[src/odls_params.svh]
`ifndef ODLS_PARAMS_SVH
`define ODLS_PARAMS_SVH
`define ODLS_CLK_HZ 25000000
`define ODLS_TICK_MS 250
`define ODLS_LEAD_MS 3000
`define ODLS_PAUSE_MS 2000
`define ODLS_MEM_READY_MS 3000
`define ODLS_MEM_RUN_MS 2000
`define ODLS_LEAD_TICKS (`ODLS_LEAD_MS / `ODLS_TICK_MS)
`define ODLS_PAUSE_TICKS (`ODLS_PAUSE_MS / `ODLS_TICK_MS)
`define ODLS_READY_TICKS (`ODLS_MEM_READY_MS / `ODLS_TICK_MS)
`define ODLS_RUN_TICKS (`ODLS_MEM_RUN_MS / `ODLS_TICK_MS)
`define ODLS_PULSE_TICKS 1
`define ODLS_ADDR_BITS 4'h8
`define ODLS_EN_BIT 5
`define ODLS_T_ENV 5'h1F
`define ODLS_T_RWC 5'h1B
`define ODLS_T_ADDR 5'h1A
`define ODLS_T_FLP0 5'h19
`define ODLS_T_FLP1 5'h18
`define ODLS_T_WIN0 5'h17
`define ODLS_T_WIN1 5'h16
`define ODLS_T_TAPE 5'h15
`define ODLS_T_SYS 5'h14
`define ODLS_T_MEM 5'h13
`define ODLS_SYS_LAST 3'h6
`define ODLS_ERR_NODRV 8'h47
`define ODLS_ERR_MEM 8'hE1
`define ODLS_MEM_LAST 12'hFFF
`define ODLS_FLP_TRACKS 16'h0023
`define ODLS_WIN_TRACKS 16'h0080
`define ODLS_FLP_SECTS 8'h10
`define ODLS_WIN_READS 8'h0C
`define ODLS_TAPE_TRACKS 8'h02
`define ODLS_REP1 8'h01
`endif

[src/odls_pkg.sv]
`default_nettype none
package odls_pkg;
   typedef enum logic [3:0] {OP_ENV_TEST, OP_SEQ_TEST, OP_SEEK_HOME, OP_STEP_OUT, OP_SEEK_ZERO,
      OP_READ_ID, OP_WRITE_SECT, OP_VERIFY_SECT, OP_READ_ECC, OP_RETENSION, OP_TAPE_WRITE,
      OP_TAPE_VERIFY} odls_op_t;
   typedef enum logic [1:0] {LM_OFF, LM_ADDR, LM_ERR} odls_lmode_t;
   typedef struct packed {
      odls_op_t op;
      logic [15:0] arg;
      logic [7:0] reps;
      logic last;
   } odls_step_t;
endpackage : odls_pkg
`default_nettype wire

[src/odls_lamp_if.sv]
`default_nettype none
interface odls_lamp_if;
   logic tick;
   odls_pkg::odls_lmode_t mode;
   logic [15:0] word;
   logic err_lamp;
   logic rdy_lamp;
   modport ctl (output tick, output mode, output word, input err_lamp, input rdy_lamp);
   modport lamp (input tick, input mode, input word, output err_lamp, output rdy_lamp);
endinterface : odls_lamp_if
`default_nettype wire

[src/odls_top.sv]
`include "odls_params.svh"
`default_nettype none
module odls_top #(
   parameter int unsigned TICK_CYC = `ODLS_CLK_HZ / 1000 * `ODLS_TICK_MS
) (
   input wire logic sys_clk_i,
   input wire logic rst_n_i,
   input wire logic [5:0] test_select_jumpers_i,
   input wire logic [15:0] wakeup_jumpers_i,
   input wire logic [4:0] drive_present_i,
   output logic op_valid_o,
   output odls_pkg::odls_op_t op_code_o,
   output logic [2:0] op_unit_o,
   output logic [15:0] op_arg_o,
   input wire logic op_done_i,
   input wire logic op_err_i,
   input wire logic [7:0] op_err_code_i,
   output logic mem_req_o,
   output logic mem_we_o,
   output logic [23:0] mem_addr_o,
   output logic [7:0] mem_wdata_o,
   input wire logic mem_ack_i,
   input wire logic [7:0] mem_rdata_i,
   output logic error_lamp_o,
   output logic ready_lamp_o
);
   import odls_pkg::*;
   typedef enum logic [3:0] {S_BOOT, S_SEL, S_ISSUE, S_WAIT, S_NEXT, S_RDYWAIT, S_MEM, S_PAD,
      S_PASS, S_ADDR, S_FAIL, S_HALT} odls_state_t;

   odls_lamp_if lif ();
   odls_state_t state_reg;
   logic [5:0] jmp_s1, jmp_s2;
   logic [15:0] wua_s1, wua_s2;
   logic [4:0] prs_s1, prs_s2;
   logic [1:0] boot_reg;
   logic [23:0] div_reg;
   logic tick_reg;
   odls_lmode_t mode_reg;
   logic [15:0] word_reg;
   logic [4:0] test_reg;
   logic sys_reg;
   logic [2:0] idx_reg;
   logic [3:0] step_reg;
   logic [7:0] it_reg;
   logic [11:0] madr_reg;
   logic mrd_reg;
   logic [4:0] pt_reg;
   logic pass_tgl_reg;
   odls_step_t cur_step;

   function automatic logic [4:0] sys_code(input logic [2:0] i);
      unique case (i)
         3'h0: sys_code = `ODLS_T_ENV;
         3'h1: sys_code = `ODLS_T_RWC;
         3'h2: sys_code = `ODLS_T_FLP0;
         3'h3: sys_code = `ODLS_T_FLP1;
         3'h4: sys_code = `ODLS_T_WIN0;
         3'h5: sys_code = `ODLS_T_WIN1;
         default: sys_code = `ODLS_T_TAPE;
      endcase
   endfunction : sys_code

   function automatic logic [2:0] unit_of(input logic [4:0] c);
      return 3'(`ODLS_T_FLP0 - c);
   endfunction : unit_of

   function automatic logic present(input logic [4:0] c, input logic [4:0] p);
      if (c == `ODLS_T_ENV || c == `ODLS_T_RWC)
         return 1'b1;
      return p[unit_of(c)];
   endfunction : present

   function automatic odls_step_t step_of(input logic [4:0] c, input logic [3:0] s);
      odls_step_t r;
      r = '{OP_ENV_TEST, 16'h0000, `ODLS_REP1, 1'b1};
      if (c == `ODLS_T_RWC)
         r.op = OP_SEQ_TEST;
      else if (c == `ODLS_T_FLP0 || c == `ODLS_T_FLP1 || c == `ODLS_T_WIN0 || c == `ODLS_T_WIN1)
      begin
         r.last = 1'b0;
         unique case (s)
            4'h0: r.op = OP_SEEK_HOME;
            4'h1:
            begin
               r.op = OP_STEP_OUT;
               r.arg = (c == `ODLS_T_WIN0 || c == `ODLS_T_WIN1) ? `ODLS_WIN_TRACKS
                  : `ODLS_FLP_TRACKS;
            end
            4'h2: r.op = OP_SEEK_ZERO;
            4'h3: r.op = OP_READ_ID;
            4'h4:
               if (c == `ODLS_T_WIN0 || c == `ODLS_T_WIN1)
                  r = '{OP_READ_ECC, 16'h0000, `ODLS_WIN_READS, 1'b1};
               else
                  r = '{OP_WRITE_SECT, 16'h0000, `ODLS_FLP_SECTS, 1'b0};
            default: r = '{OP_VERIFY_SECT, 16'h0000, `ODLS_FLP_SECTS, 1'b1};
         endcase
      end
      else if (c == `ODLS_T_TAPE)
      begin
         unique case (s)
            4'h0: r = '{OP_RETENSION, 16'h0000, `ODLS_REP1, 1'b0};
            4'h1: r = '{OP_TAPE_WRITE, 16'h0000, `ODLS_TAPE_TRACKS, 1'b0};
            default: r = '{OP_TAPE_VERIFY, 16'h0000, `ODLS_TAPE_TRACKS, 1'b1};
         endcase
      end
      return r;
   endfunction : step_of

   assign cur_step = step_of(test_reg, step_reg);
   assign lif.tick = tick_reg;
   assign lif.mode = mode_reg;
   assign lif.word = word_reg;

   odls_lamp_seq u_lamp (
      .sys_clk_i(sys_clk_i),
      .rst_n_i(rst_n_i),
      .lif(lif)
   );

   // Jumpers and presence lines come from pins
   always_ff @(posedge sys_clk_i or negedge rst_n_i)
   begin
      if (!rst_n_i)
      begin
         jmp_s1 <= 6'h00;
         jmp_s2 <= 6'h00;
         wua_s1 <= 16'h0000;
         wua_s2 <= 16'h0000;
         prs_s1 <= 5'h00;
         prs_s2 <= 5'h00;
         boot_reg <= 2'h0;
      end
      else
      begin
         jmp_s1 <= test_select_jumpers_i;
         jmp_s2 <= jmp_s1;
         wua_s1 <= wakeup_jumpers_i;
         wua_s2 <= wua_s1;
         prs_s1 <= drive_present_i;
         prs_s2 <= prs_s1;
         boot_reg <= {boot_reg[0], 1'b1};
      end
   end

   always_ff @(posedge sys_clk_i or negedge rst_n_i)
   begin
      if (!rst_n_i)
      begin
         div_reg <= 24'h000000;
         tick_reg <= 1'b0;
      end
      else
      begin
         tick_reg <= (div_reg == 24'(TICK_CYC - 1));
         div_reg <= (div_reg == 24'(TICK_CYC - 1)) ? 24'h000000 : div_reg + 24'h000001;
      end
   end

   always_ff @(posedge sys_clk_i or negedge rst_n_i)
   begin
      if (!rst_n_i)
      begin
         error_lamp_o <= 1'b0;
         ready_lamp_o <= 1'b0;
      end
      else
      begin
         error_lamp_o <= lif.err_lamp;
         ready_lamp_o <= (mode_reg == LM_OFF) ? pass_tgl_reg : lif.rdy_lamp;
      end
   end

   always_ff @(posedge sys_clk_i or negedge rst_n_i)
   begin
      if (!rst_n_i)
      begin
         state_reg <= S_BOOT;
         mode_reg <= LM_OFF;
         word_reg <= 16'h0000;
         test_reg <= `ODLS_T_ENV;
         sys_reg <= 1'b0;
         idx_reg <= 3'h0;
         step_reg <= 4'h0;
         it_reg <= 8'h00;
         madr_reg <= 12'h000;
         mrd_reg <= 1'b0;
         pt_reg <= 5'h00;
         pass_tgl_reg <= 1'b0;
         op_valid_o <= 1'b0;
         op_code_o <= OP_ENV_TEST;
         op_unit_o <= 3'h0;
         op_arg_o <= 16'h0000;
         mem_req_o <= 1'b0;
         mem_we_o <= 1'b0;
         mem_addr_o <= 24'h000000;
         mem_wdata_o <= 8'h00;
      end
      else
      begin
         if (tick_reg && pt_reg != 5'h1F)
            pt_reg <= pt_reg + 5'h01;
         unique case (state_reg)
            S_BOOT:
               if (boot_reg[1])
                  state_reg <= S_SEL;
            S_SEL:
            begin
               test_reg <= jmp_s2[4:0];
               step_reg <= 4'h0;
               it_reg <= 8'h00;
               pt_reg <= 5'h00;
               if (jmp_s2[`ODLS_EN_BIT])
                  state_reg <= S_HALT;
               else if (jmp_s2[4:0] == `ODLS_T_ADDR)
               begin
                  state_reg <= S_ADDR;
                  mode_reg <= LM_ADDR;
                  word_reg <= wua_s2;
               end
               else if (jmp_s2[4:0] == `ODLS_T_MEM)
                  state_reg <= S_RDYWAIT;
               else if (jmp_s2[4:0] == `ODLS_T_SYS)
               begin
                  sys_reg <= 1'b1;
                  idx_reg <= 3'h0;
                  test_reg <= `ODLS_T_ENV;
                  if (prs_s2 == 5'h00)
                  begin
                     state_reg <= S_FAIL;
                     mode_reg <= LM_ERR;
                     word_reg <= {8'h00, `ODLS_ERR_NODRV};
                  end
                  else
                     state_reg <= S_ISSUE;
               end
               else if (jmp_s2[4:0] < `ODLS_T_TAPE || jmp_s2[4:0] == 5'h1C
                  || jmp_s2[4:0] == 5'h1D || jmp_s2[4:0] == 5'h1E)
                  state_reg <= S_HALT;
               else if (present(jmp_s2[4:0], prs_s2))
                  state_reg <= S_ISSUE;
               else
               begin
                  state_reg <= S_FAIL;
                  mode_reg <= LM_ERR;
                  word_reg <= {8'h00, `ODLS_ERR_NODRV};
               end
            end
            S_ISSUE:
            begin
               op_valid_o <= 1'b1;
               op_code_o <= cur_step.op;
               op_unit_o <= unit_of(test_reg);
               op_arg_o <= cur_step.arg + {8'h00, it_reg};
               state_reg <= S_WAIT;
            end
            S_WAIT:
               if (op_done_i)
               begin
                  op_valid_o <= 1'b0;
                  if (op_err_i)
                  begin
                     state_reg <= S_FAIL;
                     mode_reg <= LM_ERR;
                     word_reg <= {8'h00, op_err_code_i};
                  end
                  else if (it_reg + 8'h01 < cur_step.reps)
                  begin
                     it_reg <= it_reg + 8'h01;
                     state_reg <= S_ISSUE;
                  end
                  else
                  begin
                     it_reg <= 8'h00;
                     step_reg <= step_reg + 4'h1;
                     if (!cur_step.last)
                        state_reg <= S_ISSUE;
                     else
                        state_reg <= sys_reg ? S_NEXT : S_PASS;
                  end
               end
            S_NEXT:
            begin
               step_reg <= 4'h0;
               if (idx_reg == `ODLS_SYS_LAST)
                  state_reg <= S_PASS;
               else
               begin
                  idx_reg <= idx_reg + 3'h1;
                  test_reg <= sys_code(idx_reg + 3'h1);
                  if (present(sys_code(idx_reg + 3'h1), prs_s2))
                     state_reg <= S_ISSUE;
               end
            end
            S_RDYWAIT:
               if (pt_reg >= 5'(`ODLS_READY_TICKS))
               begin
                  pt_reg <= 5'h00;
                  state_reg <= S_MEM;
               end
            S_MEM:
               if (!mem_req_o)
               begin
                  mem_req_o <= 1'b1;
                  mem_we_o <= !mrd_reg;
                  mem_addr_o <= {12'h000, madr_reg};
                  mem_wdata_o <= madr_reg[7:0];
               end
               else if (mem_ack_i)
               begin
                  mem_req_o <= 1'b0;
                  madr_reg <= madr_reg + 12'h001;
                  if (mrd_reg && mem_rdata_i != madr_reg[7:0])
                  begin
                     state_reg <= S_FAIL;
                     mode_reg <= LM_ERR;
                     word_reg <= {8'h00, `ODLS_ERR_MEM};
                  end
                  else if (madr_reg == `ODLS_MEM_LAST)
                  begin
                     mrd_reg <= !mrd_reg;
                     if (mrd_reg)
                        state_reg <= S_PAD;
                  end
               end
            S_PAD:
               if (pt_reg >= 5'(`ODLS_RUN_TICKS))
                  state_reg <= S_PASS;
            S_PASS:
            begin
               pass_tgl_reg <= !pass_tgl_reg;
               step_reg <= 4'h0;
               it_reg <= 8'h00;
               pt_reg <= 5'h00;
               idx_reg <= 3'h0;
               if (sys_reg)
                  test_reg <= `ODLS_T_ENV;
               state_reg <= (test_reg == `ODLS_T_MEM) ? S_MEM : S_ISSUE;
            end
            S_ADDR:
               word_reg <= wua_s2;
            S_FAIL:
               mode_reg <= LM_ERR;
            S_HALT:
               mode_reg <= LM_OFF;
         endcase
      end
   end
endmodule : odls_top
`default_nettype wire

[src/odls_lamp_seq.sv]
`include "odls_params.svh"
`default_nettype none
module odls_lamp_seq (
   input wire logic sys_clk_i,
   input wire logic rst_n_i,
   odls_lamp_if.lamp lif
);
   import odls_pkg::*;
   typedef enum logic [2:0] {L_IDLE, L_LEAD, L_ON, L_OFF, L_PAUSE} odls_lstate_t;
   odls_lstate_t state_reg;
   logic [4:0] tmr_reg;
   logic [3:0] cnt_reg;
   logic grp_reg;
   logic [15:0] sh_reg;
   logic expire;
   logic [3:0] elems0;
   logic [3:0] elems1;
   logic is_addr;

   assign is_addr = (lif.mode == LM_ADDR);
   assign expire = lif.tick && (tmr_reg == 5'(`ODLS_PULSE_TICKS));
   // Address shows eight bits per group; an error code shows one pulse per unit of its digit
   assign elems0 = is_addr ? `ODLS_ADDR_BITS : lif.word[7:4];
   assign elems1 = is_addr ? `ODLS_ADDR_BITS : lif.word[3:0];

   always_ff @(posedge sys_clk_i or negedge rst_n_i)
   begin
      if (!rst_n_i)
      begin
         state_reg <= L_IDLE;
         tmr_reg <= 5'h00;
         cnt_reg <= 4'h0;
         grp_reg <= 1'b0;
         sh_reg <= 16'h0000;
         lif.err_lamp <= 1'b0;
         lif.rdy_lamp <= 1'b0;
      end
      else if (lif.mode == LM_OFF)
      begin
         state_reg <= L_IDLE;
         lif.err_lamp <= 1'b0;
         lif.rdy_lamp <= 1'b0;
      end
      else
      begin
         if (lif.tick && tmr_reg != 5'h00)
            tmr_reg <= tmr_reg - 5'h01;
         unique case (state_reg)
            // Start on a tick so that the lead lasts whole ticks
            L_IDLE:
               if (lif.tick)
               begin
                  state_reg <= L_LEAD;
                  tmr_reg <= 5'(`ODLS_LEAD_TICKS);
                  grp_reg <= 1'b0;
                  sh_reg <= lif.word;
                  lif.err_lamp <= 1'b1;
                  lif.rdy_lamp <= 1'b0;
               end
            L_LEAD:
               if (expire)
               begin
                  state_reg <= L_OFF;
                  tmr_reg <= 5'(`ODLS_PULSE_TICKS);
                  cnt_reg <= elems0;
                  lif.err_lamp <= 1'b0;
               end
            L_ON:
               if (expire)
               begin
                  state_reg <= L_OFF;
                  tmr_reg <= 5'(`ODLS_PULSE_TICKS);
                  cnt_reg <= cnt_reg - 4'h1;
                  sh_reg <= {sh_reg[14:0], 1'b0};
                  lif.err_lamp <= 1'b0;
                  lif.rdy_lamp <= 1'b0;
               end
            L_OFF:
               if (expire)
               begin
                  if (cnt_reg == 4'h0)
                  begin
                     state_reg <= L_PAUSE;
                     tmr_reg <= 5'(`ODLS_PAUSE_TICKS);
                  end
                  else
                  begin
                     state_reg <= L_ON;
                     tmr_reg <= 5'(`ODLS_PULSE_TICKS);
                     lif.err_lamp <= 1'b1;
                     lif.rdy_lamp <= is_addr & sh_reg[15];
                  end
               end
            L_PAUSE:
               if (expire)
               begin
                  if (!grp_reg)
                  begin
                     state_reg <= L_OFF;
                     tmr_reg <= 5'(`ODLS_PULSE_TICKS);
                     grp_reg <= 1'b1;
                     cnt_reg <= elems1;
                  end
                  else
                  begin
                     state_reg <= L_LEAD;
                     tmr_reg <= 5'(`ODLS_LEAD_TICKS);
                     grp_reg <= 1'b0;
                     sh_reg <= lif.word;
                     lif.err_lamp <= 1'b1;
                  end
               end
         endcase
      end
   end
endmodule : odls_lamp_seq
`default_nettype wire

[config.mk]
export PLATFORM = sky130hd
export DESIGN_NAME = odls_top
export DESIGN_NICKNAME = d
export VERILOG_FILES = /design/src/odls_pkg.sv /design/src/odls_lamp_if.sv /design/src/odls_top.sv /design/src/odls_lamp_seq.sv
export VERILOG_INCLUDE_DIRS = /design/src
export SDC_FILE = /design/constraint.sdc
export NUM_CORES = 1
export LEC_CHECK = 0
export BUFFER_PORTS_ARGS = -buffer_cell sky130_fd_sc_hd__buf_2
export CAP_MARGIN = 20
export CORE_ASPECT_RATIO = 1.4
export CORE_MARGIN = 4
export CORE_UTILIZATION = 40
export CTS_BUF_LIST = sky130_fd_sc_hd__clkbuf_4 sky130_fd_sc_hd__clkbuf_8 sky130_fd_sc_hd__clkbuf_16
export CTS_CLUSTER_SIZE = 25
export DETAILED_ROUTE_END_ITERATION = 7
export HOLD_SLACK_MARGIN = 0.12
export PLACE_DENSITY_LB_ADDON = 0.25
export RECOVER_POWER = 100
export SYNTH_ARGS = -nofsm -noshare
export SYNTH_HDL_FRONTEND = slang
export SYNTH_SLANG_ARGS = --single-unit
[constraint.sdc]
create_clock -name sys_clk_i -period 9.3 [get_ports sys_clk_i]
set_clock_uncertainty 0.2 [all_clocks]
set_input_delay 1.86 -clock sys_clk_i [delete_from_list [all_inputs] [get_ports sys_clk_i]]
set_output_delay 1.86 -clock sys_clk_i [all_outputs]
set_load 0.02 [all_outputs]
==> results.py <==
metrics = {
    "timing": {
        "setup_slack_ns": 4.59,
        "timing.fmax_mhz": 212,
        "slew_violations": 76,
        "slew_headroom_pct": -103,
        "period_share_pct": 50.6,
        "tightest_slew_ns": 3.04,
        "finalHoldViolations": 0,
        "rsz0062_at_grt": "no",
        "fin_tns_setup_ns": 0,
        "fin_crit_ns": 4.71,
        "hold_slack_ns": 0.142,
        "final-setup-viol-count": 0,
    },
    "outcome": {
        "status": "finished, violations left",
        "violations": "capacitance limit, slew limit",
    },
    "worst_setup_path": {
        "max_stage_delay_ns": 2.10,
        "crit_family": "buffers and inverters",
        "crit_chain": "clkbuf_1, buf_4",
        "crit_fanout": 72,
        "critical_path_class": "primary input to async pin",
        "path_buf_inv": 2,
        "required_ns": 9.62,
        "crit_path_end_kind": "async pin",
        "start_kind": "primary input",
        "slowest_stage": "clkbuf_1",
        "arrival_ns": 5.03,
    },
    "power": {
        "power_density_mw_per_mm2": 236,
        "leakage_nw": 5.18,
        "ir_drop_uv": 147,
        "totalPowerFinal_mw": 2.74,
    },
    "route": {
        "routed_via_density": 5.24,
        "route.detailed.drc": 0,
        "drt-initial-drc-count": 371,
        "postRouteAntennaNets": 0,
        "vias": 7546,
        "dr.pass1.iters": 5,
        "wl_um": 22700,
        "post_drt_wl_per_cell_um": 15.8,
    },
    "floorplan": {
        "num_rows": 69,
        "fp.dieW_um": 145,
        "io_pins": 108,
        "dieArea_mm2": 0.0288,
        "core_area_mm2": 0.0256,
        "start_util_pct": 40.9,
        "die_h_um": 199,
    },
    "synth": {
        "avgSynthCellArea_um2": 10.0,
        "yosysSeqAreaShare_pct": 49.6,
        "synth_top_area_share_pct": 48.4,
        "yosysWarnings": 0,
        "synth-main-ff-cell": "dfrtp_1",
        "synth_area_mm2": 0.0105,
        "async_flop_share_pct": 100,
        "ys_types": 85,
        "synth_top_area_cell": "dfrtp_1",
        "synth-seq-cells": 207,
        "synth.area.top_cells": "dfrtp_1 48%, nand2_1 4.6%, ha_1 3.6%",
        "syn_inst": 1044,
        "synth_most_common_cell": "dfrtp_1",
        "synth_edf_count": 0,
        "netlist_top_cells_count": "202 x dfrtp_1, 127 x nand2_1, 91 x nor2_1",
    },
    "global_routing": {
        "grt_pass1_wl_um": 37000,
        "grt_pass1_vias": 7299,
        "track_usage_pct": 15.5,
        "grt_max_degree": 80,
        "antenna_found_initial": 0,
        "grt-ovfl-total": 0,
    },
    "final_layout": {
        "seq_area_mm2": 0.00519,
        "fin_cells": 1440,
        "largest_reg_flops": 24,
        "num-fill-cells": 2444,
        "syn_to_final_growth_pct": 11.3,
        "multi_input_area_mm2": 0.00470,
        "fin_util_pct": 45.5,
        "drive_gt1_share_pct": 12.8,
        "finalInstanceArea_mm2": 0.0116,
        "nets": 1184,
        "antennaDiodeCount": 0,
    },
    "cts": {
        "cts.sinks": 207,
        "root_buffer": "clkbuf_16",
        "cts_setup_buffers": 0,
        "cts_made_buffers": 22,
        "clk-insertion-delay-late_ns": 0.52,
        "cts_hold_buffers": 0,
        "ctsLongestPathBuffers": 3,
        "cts_resized": 0,
        "cts_htree_levels": 1,
        "cts_tree": "done",
        "path_clk_slew_ns": 0.06,
    },
    "hold_path": {
        "hp-class": "register to register",
    },
    "job": {
        "max-cap-violations": 2,
    },
    "place": {
        "place_ws_ns": 5.19,
        "dp.cells": 1398,
        "placed_area_mm2": 0.0109,
        "dp_hpwl_um": 16100,
        "port_buffers": 88,
        "place_congestion": 0.883,
    },
}
layout by cell type, fill, tap and decap left out, types with 6 or more instances in the layout:
cell type and count:
o22ai_1 7, nor3_1 23, buf_2 44, a41oi_1 6, mux2i_1 13, conb_1 20
nor2b_1 16, inv_1 31, nor4_1 7, xnor2_1 25, clkbuf_1 46, o31ai_1 6
nand4_1 14, nor2_1 91, a21oi_1 47, dfrtp_1 202, nand2b_1 13, and3_1 13
clkbuf_16 22, mux2_2 30, clkbuf_8 7, nand2_1 127, xor2_1 34, nand3_1 34
a31oi_1 25, o21ai_0 57, ha_1 30
cell type report:
cell class	instances	share of cell area, %
repair buffers	96	3.94
inverters	31	1.00
flip-flops and latches	207	44.6
clock buffers	33	5.82
well taps	319	3.43
multi-input cells	747	40.4
clock inverters	7	0.850
per-layer routing:
layer / global-route usage [%] / up-vias / part of all wire [%]
met5: 0 / - / 0
met4: 4.04 / 0 / 2.2
met3: 2.44 / 42 / 4.1
met2: 27.3 / 140 / 51
met1: 19.9 / 3643 / 42
li1: - / 3721 / -
where the power goes:
part	internal [mW]	switching [mW]
Combinational	0.282	0.416
Sequential	1.00	0.115
Clock	0.560	0.365
final timing paths:
check / slack [ns] / startpoint / cells after the start / to
max reg2reg: 5.19 / test_reg[1] / 11 / it_reg[2]
min in group asynchronous: 2.15 / rst_n_i / 1 / op_arg_o[0]
min reg2reg: 0.14 / wua_s1[4] / 0 / wua_s2[4]
max in group sys_clk_i: 4.80 / mem_rdata_i[2] / 8 / lif.word[0]
min: 0.14 / wua_s1[4] / 0 / wua_s2[4]
max: 4.59 / rst_n_i / 2 / u_lamp.sh_reg[10]
cells by family (layout without fill, tap and decap cells):
logic type                 after synthesis  count (layout)  synth area share [%]
and+or+nand+nor                        387             387                  18.0
muxes                                   46              46                  4.98
AOI/OAI and AO/OA                      204             204                  12.8
DFF                                    207             207                  49.6
xor gates and xnor gates                59              59                  4.94
adders and majority gates               31              31                  3.78
buffers and inverters                  108             167                  5.76
other                                    2              20                0.0719
Power figures use the tool's default switching activity.
